### src/design/cie_pkg.sv
package cie_pkg;

  // ******************************************************
  // Register indices; the byte address is four times the index.
  // ******************************************************
  localparam logic [7:0] REG_STACK_PTR  = 8'h81;
  localparam logic [7:0] REG_DATA_POINTER_LOW   = 8'h82;
  localparam logic [7:0] REG_DATA_POINTER_HIGH  = 8'h83;
  localparam logic [7:0] REG_IDLE_SEL   = 8'h87;
  localparam logic [7:0] REG_STATUS     = 8'hD0;
  localparam logic [7:0] REG_MAIN_WORK  = 8'hE0;
  localparam logic [7:0] REG_MUL_AUX    = 8'hF0;

  localparam logic [7:0] RST_STACK_PTR  = 8'h07;
  localparam logic [7:0] RST_ZERO       = 8'h00;
  localparam logic [15:0] RST_PC        = 16'h0000;

  // ******************************************************
  // Status register fields and the idle select bit.
  // ******************************************************
  localparam int unsigned FLAG_CY       = 7;
  localparam int unsigned FLAG_AC       = 6;
  localparam int unsigned FLAG_OV       = 2;
  localparam int unsigned FLAG_P        = 0;
  localparam int unsigned IDLE_BIT      = 0;

  // ******************************************************
  // Decimal adjust constants.
  // ******************************************************
  localparam logic [3:0] DA_NIBBLE_MAX  = 4'h9;
  localparam logic [8:0] DA_LOW_ADJ     = 9'h006;
  localparam logic [8:0] DA_HIGH_ADJ    = 9'h060;

  // ******************************************************
  // Operations and their costs.
  // ******************************************************
  typedef enum logic [4:0] {
    OP_MUL       = 5'h00,
    OP_DIV       = 5'h01,
    OP_DA        = 5'h02,
    OP_ANL_A     = 5'h03,
    OP_ANL_DIR_A = 5'h04,
    OP_ANL_DIR_I = 5'h05,
    OP_ORL_A     = 5'h06,
    OP_ORL_DIR_A = 5'h07,
    OP_ORL_DIR_I = 5'h08,
    OP_XRL_A     = 5'h09,
    OP_XRL_DIR_A = 5'h0A,
    OP_XRL_DIR_I = 5'h0B,
    OP_RL        = 5'h0C,
    OP_RR        = 5'h0D,
    OP_RLC       = 5'h0E,
    OP_RRC       = 5'h0F,
    OP_JMP_ADPTR = 5'h10,
    OP_JBC       = 5'h11,
    OP_DECREMENT_BRANCH_NONZERO      = 5'h12,
    OP_ANL_CNBIT = 5'h13,
    OP_ORL_CNBIT = 5'h14
  } cie_op_t;

  function automatic logic [2:0] op_cycles(input cie_op_t op);
    case (op)
      OP_MUL, OP_DIV: op_cycles = 3'h4;
      OP_ANL_DIR_I, OP_ORL_DIR_I, OP_XRL_DIR_I, OP_JMP_ADPTR, OP_JBC, OP_DECREMENT_BRANCH_NONZERO,
      OP_ANL_CNBIT, OP_ORL_CNBIT: op_cycles = 3'h2;
      default: op_cycles = 3'h1;
    endcase
  endfunction

  function automatic logic [1:0] op_bytes(input cie_op_t op, input logic wide);
    case (op)
      OP_ANL_DIR_I, OP_ORL_DIR_I, OP_XRL_DIR_I, OP_JBC: op_bytes = 2'h3;
      OP_ANL_DIR_A, OP_ORL_DIR_A, OP_XRL_DIR_A, OP_DECREMENT_BRANCH_NONZERO, OP_ANL_CNBIT, OP_ORL_CNBIT: op_bytes = 2'h2;
      OP_ANL_A, OP_ORL_A, OP_XRL_A: op_bytes = wide ? 2'h2 : 2'h1;
      default: op_bytes = 2'h1;
    endcase
  endfunction

endpackage

### src/design/cie_alu_if.sv
`timescale 1ns/1ps
`default_nettype none
interface cie_alu_if;
  import cie_pkg::*;
  cie_op_t    op;
  logic [7:0] a;
  logic [7:0] b;
  logic       cy;
  logic       ac;
  logic [7:0] lg_res;
  logic       lg_cy;
  logic [7:0] mul_lo;
  logic [7:0] mul_hi;
  logic       mul_ov;
  logic [7:0] div_q;
  logic [7:0] div_r;
  logic       div_ov;
  modport core   (output op, a, b, cy, ac, input lg_res, lg_cy, mul_lo, mul_hi, mul_ov, div_q, div_r, div_ov);
  modport logic_u(input op, a, b, cy, ac, output lg_res, lg_cy);
  modport muldiv (input a, b, output mul_lo, mul_hi, mul_ov, div_q, div_r, div_ov);
endinterface
`default_nettype wire

### src/design/cie_muldiv.sv
`timescale 1ns/1ps
`default_nettype none
module cie_muldiv
  import cie_pkg::*;
(
  cie_alu_if.muldiv alu
);
  logic [15:0] product;

  // ******************************************************
  // Unsigned multiply and divide.
  // ******************************************************
  assign product    = alu.a * alu.b;
  assign alu.mul_lo = product[7:0];
  assign alu.mul_hi = product[15:8];
  assign alu.mul_ov = (product[15:8] != RST_ZERO);
  // A zero divisor leaves the operands as they were and only raises overflow.
  assign alu.div_ov = (alu.b == RST_ZERO);
  assign alu.div_q  = alu.div_ov ? alu.a : alu.a / alu.b;
  assign alu.div_r  = alu.div_ov ? alu.b : alu.a % alu.b;
endmodule
`default_nettype wire

### src/design/cie_logic_unit.sv
`timescale 1ns/1ps
`default_nettype none
module cie_logic_unit
  import cie_pkg::*;
(
  cie_alu_if.logic_u alu
);
  logic [8:0] da_step1;
  logic [8:0] da_step2;

  // ******************************************************
  // Decimal adjust in two steps.
  // ******************************************************
  always_comb begin
    da_step1 = {1'b0, alu.a};
    if ((alu.a[3:0] > DA_NIBBLE_MAX) || alu.ac) begin
      da_step1 = {1'b0, alu.a} + DA_LOW_ADJ;
    end
    da_step2 = da_step1;
    if ((da_step1[7:4] > DA_NIBBLE_MAX) || alu.cy || da_step1[8]) begin
      da_step2 = da_step1 + DA_HIGH_ADJ;
    end
  end

  // ******************************************************
  // Logic, rotate and carry-bit operations.
  // ******************************************************
  always_comb begin
    alu.lg_res = alu.a;
    alu.lg_cy  = alu.cy;
    case (alu.op)
      OP_DA: begin
        alu.lg_res = da_step2[7:0];
        alu.lg_cy  = alu.cy | da_step2[8];
      end
      OP_ANL_A, OP_ANL_DIR_A, OP_ANL_DIR_I: alu.lg_res = alu.a & alu.b;
      OP_ORL_A, OP_ORL_DIR_A, OP_ORL_DIR_I: alu.lg_res = alu.a | alu.b;
      OP_XRL_A, OP_XRL_DIR_A, OP_XRL_DIR_I: alu.lg_res = alu.a ^ alu.b;
      OP_RL: alu.lg_res = {alu.a[6:0], alu.a[7]};
      OP_RR: alu.lg_res = {alu.a[0], alu.a[7:1]};
      OP_RLC: begin
        alu.lg_res = {alu.a[6:0], alu.cy};
        alu.lg_cy  = alu.a[7];
      end
      OP_RRC: begin
        alu.lg_res = {alu.cy, alu.a[7:1]};
        alu.lg_cy  = alu.a[0];
      end
      OP_ANL_CNBIT: alu.lg_cy = alu.cy & ~alu.b[0];
      OP_ORL_CNBIT: alu.lg_cy = alu.cy | ~alu.b[0];
      default: begin
        alu.lg_res = alu.a;
        alu.lg_cy  = alu.cy;
      end
    endcase
  end
endmodule
`default_nettype wire

### src/design/cie_core.sv
// How it works
// - Multiply A by B, low A, high B.
// - Divide A by B, remainder B, overflow.
// - Decimal adjust adds 06H then 60H.
// - AND into A updates parity only.
// - OR/XOR to direct writes back, flags untouched.
// - XOR into A updates parity, one cycle.
// - Plain rotates ignore carry and flags.
// - Carry rotates use carry as ninth bit.
// - Indirect jump loads A plus data pointer.
// - Bit test clears set bit and branches.
// - Decrement register, branch when nonzero.
// - Carry ORed with inverted bit.
// - Data pointer bytes readable, writable, reset zero.
// - Idle select register resets to zero.
`timescale 1ns/1ps
`default_nettype none
module cie_core
  import cie_pkg::*;
#(
  parameter int unsigned ADDR_W = 10
) (
  input  wire logic              clk_i,
  input  wire logic              rst_i,
  input  wire logic              cyc_i,
  input  wire logic              stb_i,
  input  wire logic              we_i,
  input  wire logic [ADDR_W-1:0] adr_i,
  input  wire logic [3:0]        sel_i,
  input  wire logic [31:0]       dat_i,
  output logic      [31:0]       dat_o,
  output logic                   ack_o,
  input  wire logic              exec_valid_i,
  input  wire cie_op_t           exec_op_i,
  input  wire logic [7:0]        exec_data_i,
  input  wire logic [7:0]        exec_aux_i,
  input  wire logic              exec_wide_i,
  output logic                   exec_ready_o,
  output logic                   exec_done_o,
  output logic                   wr_valid_o,
  output logic      [7:0]        wr_data_o,
  output logic      [15:0]       pc_o,
  output logic                   carry_flag_o,
  output logic                   parity_o,
  output logic                   idle_o
);

  // ******************************************************
  // State and storage.
  // ******************************************************
  typedef enum logic [1:0] {
    ST_IDLE = 2'b01,
    ST_EXEC = 2'b10
  } cie_state_t;

  cie_state_t  state;
  cie_op_t     op_q;
  logic [7:0]  data_q;
  logic [7:0]  aux_q;
  logic        wide_q;
  logic [2:0]  cnt;
  logic        retire;
  logic [7:0]  main_working_reg;
  logic [7:0]  multiply_aux_reg;
  logic [7:0]  stack_pointer;
  logic [7:0]  data_pointer_low;
  logic [7:0]  data_pointer_high;
  logic [7:0]  idle_select;
  logic        carry_flag;
  logic        aux_carry_flag;
  logic        overflow_flag;
  logic        parity;
  logic [7:0]  dec_val;
  logic [15:0] rel_ext;
  logic [15:0] seq_pc;
  logic [15:0] next_pc;
  logic [7:0]  wb_index;
  logic        wb_hit;
  logic        wb_wr;
  logic [7:0]  next_rdata;
  logic        acc_we;
  logic [7:0]  acc_val;

  cie_alu_if alu ();

  cie_muldiv u_muldiv (
    .alu (alu)
  );

  cie_logic_unit u_logic (
    .alu (alu)
  );

  assign alu.op = op_q;
  assign alu.cy = carry_flag;
  assign alu.ac = aux_carry_flag;

  // ******************************************************
  // Operand steering.
  // ******************************************************
  always_comb begin
    alu.a = main_working_reg;
    alu.b = data_q;
    case (op_q)
      OP_MUL, OP_DIV: alu.b = multiply_aux_reg;
      OP_ANL_DIR_A, OP_ORL_DIR_A, OP_XRL_DIR_A: begin
        alu.a = data_q;
        alu.b = main_working_reg;
      end
      OP_ANL_DIR_I, OP_ORL_DIR_I, OP_XRL_DIR_I: begin
        alu.a = data_q;
        alu.b = aux_q;
      end
      default: begin
        alu.a = main_working_reg;
        alu.b = data_q;
      end
    endcase
  end

  // ******************************************************
  // Issue and cycle counting.
  // ******************************************************
  // An operation retires on the edge its cycle budget runs out, and
  // a new one is only taken after that edge.
  assign retire = (state == ST_EXEC) && (cnt == 3'h1);

  always_ff @(posedge clk_i) begin
    if (rst_i) begin
      state        <= ST_IDLE;
      cnt          <= 3'h0;
      exec_ready_o <= 1'b0;
      op_q         <= OP_DA;
      data_q       <= RST_ZERO;
      aux_q        <= RST_ZERO;
      wide_q       <= 1'b0;
    end else begin
      case (state)
        ST_IDLE: begin
          exec_ready_o <= 1'b1;
          if (exec_valid_i && exec_ready_o) begin
            state        <= ST_EXEC;
            cnt          <= op_cycles(exec_op_i);
            exec_ready_o <= 1'b0;
            op_q         <= exec_op_i;
            data_q       <= exec_data_i;
            aux_q        <= exec_aux_i;
            wide_q       <= exec_wide_i;
          end
        end
        ST_EXEC: begin
          cnt <= cnt - 3'h1;
          if (retire) begin
            state        <= ST_IDLE;
            exec_ready_o <= 1'b1;
          end
        end
        default: begin
          state        <= ST_IDLE;
          exec_ready_o <= 1'b0;
        end
      endcase
    end
  end

  // ******************************************************
  // Program counter.
  // ******************************************************
  assign dec_val = data_q - 8'h01;
  assign rel_ext = {{8{aux_q[7]}}, aux_q};
  assign seq_pc  = pc_o + {14'h0000, op_bytes(op_q, wide_q)};

  always_comb begin
    next_pc = seq_pc;
    case (op_q)
      OP_JMP_ADPTR: next_pc = {data_pointer_high, data_pointer_low} + {8'h00, main_working_reg};
      OP_JBC: begin
        if (data_q[0]) begin
          next_pc = seq_pc + rel_ext;
        end
      end
      OP_DECREMENT_BRANCH_NONZERO: begin
        if (dec_val != RST_ZERO) begin
          next_pc = seq_pc + rel_ext;
        end
      end
      default: next_pc = seq_pc;
    endcase
  end

  always_ff @(posedge clk_i) begin
    if (rst_i) begin
      pc_o <= RST_PC;
    end else if (retire) begin
      pc_o <= next_pc;
    end
  end

  // ******************************************************
  // Write-back to direct locations, registers and bits.
  // ******************************************************
  always_ff @(posedge clk_i) begin
    if (rst_i) begin
      wr_valid_o  <= 1'b0;
      wr_data_o   <= RST_ZERO;
      exec_done_o <= 1'b0;
    end else begin
      exec_done_o <= retire;
      wr_valid_o  <= 1'b0;
      if (retire) begin
        case (op_q)
          OP_ANL_DIR_A, OP_ANL_DIR_I, OP_ORL_DIR_A, OP_ORL_DIR_I, OP_XRL_DIR_A, OP_XRL_DIR_I: begin
            wr_valid_o <= 1'b1;
            wr_data_o  <= alu.lg_res;
          end
          OP_JBC: begin
            wr_valid_o <= data_q[0];
            wr_data_o  <= RST_ZERO;
          end
          OP_DECREMENT_BRANCH_NONZERO: begin
            wr_valid_o <= 1'b1;
            wr_data_o  <= dec_val;
          end
          default: wr_valid_o <= 1'b0;
        endcase
      end
    end
  end

  // ******************************************************
  // Accumulator and auxiliary register.
  // ******************************************************
  always_comb begin
    acc_we  = 1'b0;
    acc_val = alu.lg_res;
    case (op_q)
      OP_MUL: begin
        acc_we  = 1'b1;
        acc_val = alu.mul_lo;
      end
      OP_DIV: begin
        acc_we  = 1'b1;
        acc_val = alu.div_q;
      end
      OP_DA, OP_ANL_A, OP_ORL_A, OP_XRL_A, OP_RL, OP_RR, OP_RLC, OP_RRC: acc_we = 1'b1;
      default: acc_we = 1'b0;
    endcase
  end

  // Execution wins over a bus write that lands on the same edge.
  always_ff @(posedge clk_i) begin
    if (rst_i) begin
      main_working_reg <= RST_ZERO;
      multiply_aux_reg <= RST_ZERO;
    end else begin
      if (retire && acc_we) begin
        main_working_reg <= acc_val;
      end else if (wb_wr && wb_index == REG_MAIN_WORK) begin
        main_working_reg <= dat_i[7:0];
      end
      if (retire && op_q == OP_MUL) begin
        multiply_aux_reg <= alu.mul_hi;
      end else if (retire && op_q == OP_DIV) begin
        multiply_aux_reg <= alu.div_r;
      end else if (wb_wr && wb_index == REG_MUL_AUX) begin
        multiply_aux_reg <= dat_i[7:0];
      end
    end
  end

  // ******************************************************
  // Status flags.
  // ******************************************************
  assign parity = ^main_working_reg;

  always_ff @(posedge clk_i) begin
    if (rst_i) begin
      carry_flag     <= 1'b0;
      aux_carry_flag <= 1'b0;
      overflow_flag  <= 1'b0;
    end else if (retire) begin
      case (op_q)
        OP_MUL: begin
          carry_flag    <= 1'b0;
          overflow_flag <= alu.mul_ov;
        end
        OP_DIV: begin
          carry_flag    <= 1'b0;
          overflow_flag <= alu.div_ov;
        end
        OP_DA, OP_RLC, OP_RRC, OP_ANL_CNBIT, OP_ORL_CNBIT: carry_flag <= alu.lg_cy;
        default: carry_flag <= carry_flag;
      endcase
    end else if (wb_wr && wb_index == REG_STATUS) begin
      carry_flag     <= dat_i[FLAG_CY];
      aux_carry_flag <= dat_i[FLAG_AC];
      overflow_flag  <= dat_i[FLAG_OV];
    end
  end

  always_ff @(posedge clk_i) begin
    if (rst_i) begin
      carry_flag_o <= 1'b0;
      parity_o     <= 1'b0;
      idle_o       <= 1'b0;
    end else begin
      carry_flag_o <= carry_flag;
      parity_o     <= parity;
      idle_o       <= idle_select[IDLE_BIT];
    end
  end

  // ******************************************************
  // Wishbone slave.
  // ******************************************************
  assign wb_index = adr_i[ADDR_W-1:2];
  assign wb_hit   = cyc_i && stb_i && !ack_o;
  assign wb_wr    = wb_hit && we_i && sel_i[0];

  always_ff @(posedge clk_i) begin
    if (rst_i) begin
      stack_pointer     <= RST_STACK_PTR;
      data_pointer_low  <= RST_ZERO;
      data_pointer_high <= RST_ZERO;
      idle_select       <= RST_ZERO;
    end else if (wb_wr) begin
      if (wb_index == REG_STACK_PTR) begin
        stack_pointer <= dat_i[7:0];
      end else if (wb_index == REG_DATA_POINTER_LOW) begin
        data_pointer_low <= dat_i[7:0];
      end else if (wb_index == REG_DATA_POINTER_HIGH) begin
        data_pointer_high <= dat_i[7:0];
      end else if (wb_index == REG_IDLE_SEL) begin
        idle_select <= dat_i[7:0];
      end
    end
  end

  always_comb begin
    next_rdata = RST_ZERO;
    if (wb_index == REG_STACK_PTR) begin
      next_rdata = stack_pointer;
    end else if (wb_index == REG_DATA_POINTER_LOW) begin
      next_rdata = data_pointer_low;
    end else if (wb_index == REG_DATA_POINTER_HIGH) begin
      next_rdata = data_pointer_high;
    end else if (wb_index == REG_IDLE_SEL) begin
      next_rdata = idle_select;
    end else if (wb_index == REG_STATUS) begin
      next_rdata[FLAG_CY] = carry_flag;
      next_rdata[FLAG_AC] = aux_carry_flag;
      next_rdata[FLAG_OV] = overflow_flag;
      next_rdata[FLAG_P]  = parity;
    end else if (wb_index == REG_MAIN_WORK) begin
      next_rdata = main_working_reg;
    end else if (wb_index == REG_MUL_AUX) begin
      next_rdata = multiply_aux_reg;
    end
  end

  // Unmapped addresses still answer, reading zero and dropping writes.
  always_ff @(posedge clk_i) begin
    if (rst_i) begin
      ack_o <= 1'b0;
      dat_o <= 32'h00000000;
    end else begin
      ack_o <= wb_hit;
      if (wb_hit && !we_i) begin
        dat_o <= {24'h000000, next_rdata};
      end
    end
  end

endmodule
`default_nettype wire

### config.mk
export PLATFORM = sky130hd
export DESIGN_NAME = cie_core
export DESIGN_NICKNAME = d
export VERILOG_FILES = /design/src/design/cie_pkg.sv /design/src/design/cie_alu_if.sv /design/src/design/cie_muldiv.sv /design/src/design/cie_logic_unit.sv /design/src/design/cie_core.sv
export SDC_FILE = /design/constraint.sdc
export NUM_CORES = 1
export LEC_CHECK = 0
export ABC_AREA = 1
export ABC_CLOCK_PERIOD_IN_PS = 14200
export BUFFER_PORTS_ARGS = -buffer_cell sky130_fd_sc_hd__clkbuf_2
export CAP_MARGIN = 40
export CORE_ASPECT_RATIO = 1.4
export CORE_UTILIZATION = 60
export CTS_BUF_LIST = sky130_fd_sc_hd__clkbuf_8
export DETAILED_ROUTE_END_ITERATION = 10
export HOLD_SLACK_MARGIN = 0.1
export PLACE_DENSITY_LB_ADDON = 0.3
export SYNTH_ARGS = -nofsm -noshare
export SYNTH_HDL_FRONTEND = slang
export SYNTH_SLANG_ARGS = --single-unit
### constraint.sdc
create_clock -name clk_i -period 14.2 [get_ports clk_i]
set_clock_uncertainty 0.05 [all_clocks]
set_input_delay 3.55 -clock clk_i [delete_from_list [all_inputs] [get_ports clk_i]]
set_output_delay 3.55 -clock clk_i [all_outputs]
set_load 0.005 [all_outputs]
Word level (Yosys, flattened, before mapping)
Memory sizes are Yosys's and may differ from the RTL's.
Cells that the tools add are included.
{"block": "op_classes", "add_sub_neg": 7, "n_mul": 1, "div": 2, "magnitude_cmp": 2, "n_eq_ne": 35, "shifts": 0, "n_mux": 47, "n_bitwise": 11, "reduce_logical": 53}
{"cell": "8-bit two-way mux", "n": 14}
{"cell": "8-bit one-hot mux with 8 select lines", "n": 1}
{"cell": "8-bit equality test (second input constant)", "n": 7}
{"cell": "16-bit one-hot mux with 3 select lines", "n": 1}
{"cell": "8-bit one-hot mux with 3 select lines", "n": 2}
{"cell": "5-bit by 4-bit equality test with 1-bit output (second input constant)", "n": 8}
{"cell": "16-bit two-way mux", "n": 2}
{"cell": "5-bit equality test (second input constant)", "n": 5}
{"cell": "5-bit by 3-bit equality test with 1-bit output (second input constant)", "n": 4}
{"cell": "9-bit two-way mux", "n": 2}
{"cell": "3-bit OR reduction", "n": 6}
{"cell": "16-bit adder", "n": 1}
{"cell": "16-bit by 2-bit adder with 16-bit output", "n": 1}
{"cell": "16-bit by 8-bit adder with 16-bit output", "n": 1}
{"cell": "8-bit by 8-bit multiplier with 16-bit output", "n": 1}
{"cell": "8-bit one-hot mux with 2 select lines", "n": 1}
{"cell": "8-bit nonzero test", "n": 2}
{"cell": "2-bit AND reduction", "n": 7}
{"cell": "1-bit logical AND", "n": 13}
{"cell": "6-bit OR reduction", "n": 2}
{"cell": "5-bit by 2-bit equality test with 1-bit output (second input constant)", "n": 2}
{"cell": "1-bit two-way mux", "n": 10}
{"cell": "10-bit OR reduction", "n": 1}
{"cell": "8-bit by 3-bit adder with 9-bit output (second input constant)", "n": 1}
{"cell": "41 further kinds", "n": 63}
{"block": "word_totals", "reg_bits": 117, "latch_bits": 0, "mem_bits_rw": 0, "romBits": 96, "inputBits": 74, "out_inout_bits": 63, "elab_cells": 184, "mem_count": 1}
{"name": "(name not given)", "words": 32, "word_bits": 3, "read_ports": 1, "rd_ports_with_merged_regs": 0, "wr": 0, "line_no": "cie_pkg.sv:62", "source": "case (op)"}

Logic depth before layout (Yosys ltp)
Gate-level depths: netlist of the first run.
{"block": "depth", "word_depth": 14, "depth_mapped": 91, "ltp_nobuf": 90}

By module
Synthesis of the first run repeated with hierarchy kept, for this count alone.
{"block": "hier_totals", "cells_unflattened": 2140, "hier_area_um2": 13877.1}
{"mod": "cie_core", "instances": 1, "cells_each": 1294, "area_per_inst_um2": 8471.9, "seq_area_each_um2": 2342.2}
{"mod": "cie_muldiv", "instances": 1, "cells_each": 656, "area_per_inst_um2": 4305.4, "seq_area_each_um2": 0.0}
{"mod": "cie_logic_unit", "instances": 1, "cells_each": 190, "area_per_inst_um2": 1099.8, "seq_area_each_um2": 0.0}

Worst setup path before layout of the first run
No wires, ideal clock.
{"block": "synth_path", "path_kind": "reg-to-reg", "from": "register op_q[4] (netlist: alu.op[4])", "to": "register main_working_reg[0]", "setup_ns": 0.127, "arrival_ns": 10.803, "required_time_ns": 14.023, "setup_slack_ns": 3.220, "path_stages_with_launch": 87, "path_buffers": 2, "period_less_slack_ns": 10.980, "path_cell_list": "dfxtp_1 -> inv_2 -> buf_6 -> nand3_1 -> nor2_2 -> nor2_8 -> nand3_4 -> o21ai_1 -> inv_1 -> ha_1 -> nor2_1 -> nor2_1 -> nand4_1 -> nand2_1 -> ha_1 -> o21ai_0 -> nand2_1 -> nand3_1 -> [51 not listed] -> nand2_1 -> inv_1 -> or2_2 -> nand2_1 -> inv_1 -> ha_1 -> nand2_1 -> inv_1 -> nand2_1 -> nand2_1 -> nand2_1 -> and3_1 -> clkbuf_1 -> nand2_1 -> o211ai_1 -> a21oi_1 -> a21oi_1 -> a21oi_1"}
{"block": "synth_via", "elab_chain_cells": 13, "word_cells_on_any_way": 48, "classes_between": "2 x add/sub; 1 x mul; 1 x div; 2 x order compare; 15 x eq/ne; 9 x mux; 3 x bitwise; 15 x reduce/logical"}
{"item": "start, declared", "line_no": "cie_core.sv:57", "source": "cie_op_t op_q;"}
{"item": "start signal, assigned", "line_no": "cie_core.sv:145", "source": "op_q <= exec_op_i;"}
{"item": "branches (longest 13 deep; another with 8-bit by 8-bit divider with 8-bit output)"}
{"item": "end signal, assigned", "line_no": "cie_core.sv:257", "source": "main_working_reg <= acc_val;"}
{"item": "end signal, assigned", "line_no": "cie_core.sv:259", "source": "main_working_reg <= dat_i[7:0];"}
{"item": "end, declared", "line_no": "cie_core.sv:63", "source": "logic [7:0] main_working_reg;"}
Several ways; the timed one is not identified.
A chain may end at the register's enable or synchronous reset.

Worst setup path in the final report of the first run
{"block": "layout_path", "from": "register op_q[0] (netlist: alu.op[0])", "to": "register main_working_reg[0]"}
The elaborated chain is that of the path after synthesis.

==> results of run 1 <==
metal layers:
| metal | GRT usage | routed length, um |
|---|---|---|
| met5 | 0 | 0 |
| met4 | 0.310 | 3260 |
| met3 | 0.0623 | 2660 |
| met2 | 0.657 | 19400 |
| met1 | 0.409 | 14600 |
placed cells by master, fill, tap and decap left out, types with 19 or more instances in the layout:
master / count
fa_1: 40
o211ai_1: 22
inv_1: 291
a21oi_1: 156
nor2_1: 150
buf_4: 22
conb_1: 24
clkbuf_8: 20
nand3_1: 80
xor2_1: 40
dfxtp_1: 113
clkbuf_2: 83
nor3_1: 21
xnor2_1: 19
o21ai_0: 146
nand2_1: 329
ha_1: 127
final cells by class:
cell class                      instances  share of cell area
Inverter                              309              0.0856
Clock inverter                          9              0.0113
Timing Repair Buffer                  107              0.0452
Multi-Input combinational cell       1369               0.641
Tap cell                              256              0.0236
Clock buffer                           20              0.0203
Sequential cell                       117               0.173
final timing paths:
check / from / endpoint / slack [ps]
setup / recovery: alu.op[0] / main_working_reg[0] / 1440
hold / removal: dat_o[1] / dat_o[1] / 410
setup reg to reg: alu.op[0] / main_working_reg[0] / 1440
hold reg to reg: dat_o[1] / dat_o[1] / 410
cell usage after synthesis, types with 12 or more instances:
cell type,n,area share
xor2_1,40,0.028
nor2_1,150,0.045
inv_2,12,0.0036
a211oi_1,17,0.010
nor3_1,22,0.0088
dfxtp_1,117,0.19
o221ai_1,13,0.0091
nand2_1,329,0.099
or2_2,15,0.0075
a21oi_1,156,0.063
buf_4,25,0.015
o211ai_1,22,0.013
nand4_1,15,0.0075
a221oi_1,12,0.0084
inv_1,292,0.088
fa_1,40,0.064
o21ai_1,13,0.0052
ha_1,127,0.13
clkbuf_1,38,0.011
o21ai_0,146,0.059
nand2_2,12,0.0060
nand3_1,80,0.032
a31oi_1,13,0.0065
xnor2_1,19,0.013
kinds of logic (layout without fill, tap and decap cells):
logic type,count (synthesis),after routing,share of synthesized area
xor gates and xnor gates,59,59,0.0415
DFF,117,117,0.188
AOI/OAI and AO/OA,451,451,0.215
buffers and inverters,376,445,0.122
adders and majority gates,167,167,0.192
other,1,24,0.000301
and+or+nand+nor,668,668,0.241
what timing repair did:
item / CTS / global route
endpoints found under the setup margin: 0 / 9
gates resized for setup: 0 / 6
buffers inserted: 0 / 7
metrics by stage:
| stage | instance area [um2] | instances | hold WS, ps | utilization | setup WS (ps) |
|---|---|---|---|---|---|
| 4_1_cts | 13500 | 2180 | 416 | 0.661 | 1030 |
| 5_1_grt | 13600 | 2187 | 440 | 0.664 | 59.6 |
| 3_5_place_dp | 13100 | 2151 | 404 | 0.640 | 1090 |
| 2_1_floorplan | 12500 | 1862 | 375 | - | 3220 |
| 3_3_place_gp | 13000 | 2148 | 404 | 0.638 | 1410 |
| 6_report | 13600 | 2187 | 413 | 0.664 | 1440 |
critical path: cells and delay by family (launching register included):
family | cells | cell delay [ps]
and+or+nand+nor | 43 | 5930
AOI/OAI and AO/OA | 22 | 3210
adders and majority gates | 7 | 2160
buffers and inverters | 10 | 870
DFF | 1 | 390
==> summary.md, run 1 <==
| Metric | Value |
|---|---|
| Status | `finished, final reports clean` |
| Core footprint | `20400 um2` |
| Final Hold Vio Count | `0` |
| Max-slew headroom | `0.417` |
| Overall global routing resource usage | `0.383` |
| Max Fclk | `78.4 MHz` |
| Largest net degree at the start of global routing | `85` |
| Max-slew violations | `0` |
| Reg clk slew, reported paths | `70 ps` |
| Setup TNS Final | `0 ps` |
| Routed length per instance | `18.3 um` |
| Total wire length | `39.9 mm` |
| PortBufs | `83` |
| Die W | `124 um` |
| TritonCTS clock tree | `done` |
| Global placement routability congestion | `0.973` |
| H-Tree Level Count | `4` |
| Routed Antenna Nets | `0` |
| Worst skew pair latency | `460 ps` |
| Max Buffers Root-to-Sink | `2` |
| # nets final | `2162` |
| Area growth syn-to-layout | `8.88%` |
| DRT iter0 DRCs | `960` |
| Vias in the first global route | `12200` |
| Largest register FFs | `16` |
| Sequential cell area | `2350 um2` |
| RSZ-0062 raised after global routing | `false` |
| Multi-input gate area | `8690 um2` |
| Final setup fails | `0` |
| First-pass GRT wire length | `61.6 mm` |
| CTS Hold Bufs | `0` |
| DR pass1 iterations | `6` |
| Critical path arrival | `13060 ps` |
| Via count | `13000` |
| Worst r2r path cells | `82` |
| Setup CP Type | `register to register` |
| Die Area | `21300 um2` |
| Worst Tran Pin Value | `866 ps` |
| Root buf cell | `clkbuf_8` |
| CP max FO | `13` |
| Synth warn | `0` |
| Crit-path max cell delay | `390 ps` |
| Total of max-cap violations | `0` |
| Hold/Removal Path Class | `register to register` |
| Drt drc | `0` |
| Critical Path Sink Type | `register` |
| DR vias/cell | `5.96` |
| Cell mode on critical path | `nand2_1` |
| Minimum clock period | `12760 ps` |
| EDFF count, synth | `0` |
| Tcrit/Tclk final | `0.899` |
| Top FF cell, synth | `dfxtp_1` |
| WP data required | `14500 ps` |
| Die Y | `172 um` |
| # IOs | `137` |
| FILL cells | `1894` |
| Syn Std Cell Area | `12500 um2` |
| Hold Crit Depth | `2` |
| CTS buffer count | `17` |
| Top reg by flops | `pc_o` |
| CP max stage cell | `dfxtp_2` |
| Register bit total from synthesis | `117` |
| # rows | `62` |
| Number of diodes | `0` |
| Post-DP HPWL | `30.8 mm` |
| Crit start category | `register` |
| Grt ovf | `0` |
| Post-synth ARST share | `0` |
| Initial antenna violation count | `0` |
| Initial core utilization | `0.610` |
| Clock sinks | `117` |
| Post-synthesis area per instance | `6.77 um2` |
| Syn Inst Count | `1839` |
| Post-synth cell types | `60` |
| Share of layout cells above drive strength 1 | `0.114` |
| Register area share after synthesis | `0.188` |
Power of run 1 is not shown: default switching activity piles up to over one toggle a cycle in this logic, so the estimate is an artifact.
==> run 2, diff against run 1 <==
ABC_AREA = unset   (was 1)
GPL_TIMING_DRIVEN = 0   (was unset)
SKIP_LAST_GASP = 1   (was unset)
==> summary.md, run 2 <==
| Metric | Value |
|---|---|
| Status | `finished, final reports clean` |
| DR vias/cell | `6.52 (+9.3%)` |
| Tcrit/Tclk final | `0.955 (+0.0561)` |
| First-pass GRT wire length | `71.2 mm (+16%)` |
| Syn Std Cell Area | `12900 um2 (+3.9%)` |
| Largest register FFs | `16 (unchanged)` |
| Critical path arrival | `13860 ps (+800 ps)` |
| Commonest non-fill, non-tap cell in the layout | `nor2_1` |
| Largest net degree at the start of global routing | `17 (-80%)` |
| Clock sinks | `117 (unchanged)` |
| Number of diodes | `0 (unchanged)` |
| Most common library cells after synthesis | `nor2_1, nand2_1, a21oi_1` |
| Root buf cell | `clkbuf_8` |
| Grt ovf | `0 (unchanged)` |
| Max-slew violations | `0 (unchanged)` |
| Core footprint | `21100 um2 (+3.5%)` |
| Util after Layout | `0.689 (+0.0240)` |
| Placed Instance Area | `13800 um2 (+6.0%)` |
| CP Launch Point | `alu.op[2]` |
| Max Buffers Root-to-Sink | `2 (unchanged)` |
| Global placement routability congestion | `1.02 (+5.0%)` |
| Final setup fails | `0 (unchanged)` |
| Crit start category | `register` |
| Register bit total from synthesis | `117 (unchanged)` |
| Initial antenna violation count | `0 (unchanged)` |
| Critical Path Sink Type | `register` |
| Hold_sp | `stack_pointer[0]` |
| Overall global routing resource usage | `0.416 (+0.0337)` |
| Sequential cell area | `2350 um2 (about the same)` |
| Max-slew headroom | `0.367 (-0.0499)` |
| Post-DP HPWL | `35.7 mm (+16%)` |
| WP data required | `14500 ps (about the same)` |
| Drt drc | `0 (unchanged)` |
| Cell mode on critical path | `ha_1` |
| Top FF cell, synth | `dfxtp_1` |
| Top reg by flops | `pc_o` |
| Synth warn | `0 (unchanged)` |
| Main area contributors after synthesis | `dfxtp_1, ha_1, fa_1` |
| FILL cells | `1837 (-3.0%)` |
| Vias in the first global route | `13400 (+9.6%)` |
| Die Y | `176 um (+1.9%)` |
| Minimum clock period | `13560 ps (+797 ps)` |
| Share of layout cells above drive strength 1 | `0.149 (+0.0345)` |
| Largest area contributor in the netlist | `dfxtp_1` |
| EDFF count, synth | `0 (unchanged)` |
| Area growth syn-to-layout | `12.4%` |
| FF-to-FF Start | `alu.op[2]` |
| Final Hold Vio Count | `0 (unchanged)` |
| Post-synth cell types | `91 (+52%)` |
| Most frequent cells in the layout | `nor2_1, nand2_1, a21oi_1, ha_1, dfxtp_1` |
| H-Tree Level Count | `4 (unchanged)` |
| Routed Antenna Nets | `0 (unchanged)` |
| Via count | `13700 (+4.9%)` |
| # nets final | `2068 (-4.3%)` |
| Worst skew pair latency | `470 ps (about the same)` |
| Register area share after synthesis | `0.181 (-0.00711)` |
| CP max stage cell | `mux2_2` |
| Die Area | `22200 um2 (+3.9%)` |
| PortBufs | `82 (-1.2%)` |
| Setup CP Type | `register to register` |
| # IOs | `137 (unchanged)` |
| TritonCTS clock tree | `done` |
| Post-synth ARST share | `0 (unchanged)` |
| Die W | `126 um (+1.9%)` |
| # rows | `63 (+1.6%)` |
| Hold/Removal Path Class | `register to register` |
| Syn Inst Count | `1686 (-8.3%)` |
| Multi-input gate area | `10000 um2 (+15%)` |
| Reg clk slew, reported paths | `80 ps (about the same)` |
| CP max FO | `13 (unchanged)` |
| Total of max-cap violations | `0 (unchanged)` |
| Max Fclk | `73.7 MHz (-5.9%)` |
| Most common cell in the netlist | `nor2_1` |
| DR pass1 iterations | `5 (-1)` |
| Post-synthesis area per instance | `7.67 um2 (+13%)` |
| Total wire length | `45.8 mm (+15%)` |
| Initial core utilization | `0.613 (+0.00227)` |
| Routed length per instance | `21.8 um (+20%)` |
| Crit-path max cell delay | `520 ps (+130 ps)` |
| Final instance area | `14500 um2 (+7.3%)` |
| Share of the synthesized area in the top cell type | `0.181 (-0.00711)` |
| CTS buffer count | `17 (unchanged)` |
| DRT iter0 DRCs | `1051 (+9.5%)` |
| Worst Tran Pin Value | `941 ps (+75.4 ps)` |
-- run 2: final timing paths --
kind | end | slack, ps | depth (start not counted)
worst max-delay path | multiply_aux_reg[5] | 640 | 56
worst min-delay path | stack_pointer[0] | 420 | 1
worst max register to register | multiply_aux_reg[5] | 640 | 56
worst min register to register | stack_pointer[0] | 420 | 1
-- run 2: logic make-up after synthesis --
kind of cell               after synthesis  synth area share
and+or+nand+nor                        573             0.209
xor gates and xnor gates                84            0.0574
DFF                                    117             0.181
adders and majority gates              168             0.186
AOI/OAI and AO/OA                      452             0.231
muxes                                   79            0.0644
buffers and inverters                  212            0.0713
other                                    1          0.000290
-- run 2: cell type report --
cell class,instances,share of cell area
Sequential cell,117,0.161
Clock inverter,14,0.00946
Inverter,108,0.0279
Clock buffer,17,0.0161
Multi-Input combinational cell,1380,0.689
Timing Repair Buffer,101,0.0386
Buffer,102,0.0358
Tap cell,260,0.0224
-- run 2: what timing repair did --
action	in CTS	in global routing
pin swaps	1	5
hold buffers	0	0
setup endpoints to repair	9	9
resized for setup	20	42
hold endpoints to repair	0	0
buffers inserted	3	9
-- run 2: metal layers --
metal,global-route usage,part of all wire,up-vias
li1,-,-,6262
met1,0.441,0.36,6470
met2,0.719,0.48,702
met3,0.0585,0.067,242
met4,0.374,0.092,0
met5,0,0,-
-- run 2: through the flow --
step,cells,hold slack (ps),TNS (ps),setup WS [ps]
floorplan,1709,386,0,1370
global placement,2051,393,-16970,-2040
detailed placement,2058,401,-9340,-1190
CTS,2092,418,0,2.43
global route,2099,439,-42.3,-34.5
finish,2099,421,0,640
-- run 2: worst max-delay path, delay by kind of cell (launching register included) --
family | cells | cell delay [ps]
fa+ha+maj | 8 | 2330
mux | 5 | 1920
buf+inv | 8 | 1350
compound gates | 16 | 3470
flops | 1 | 340
simple gates | 19 | 3940
Power of run 2 is left out for the same reason.
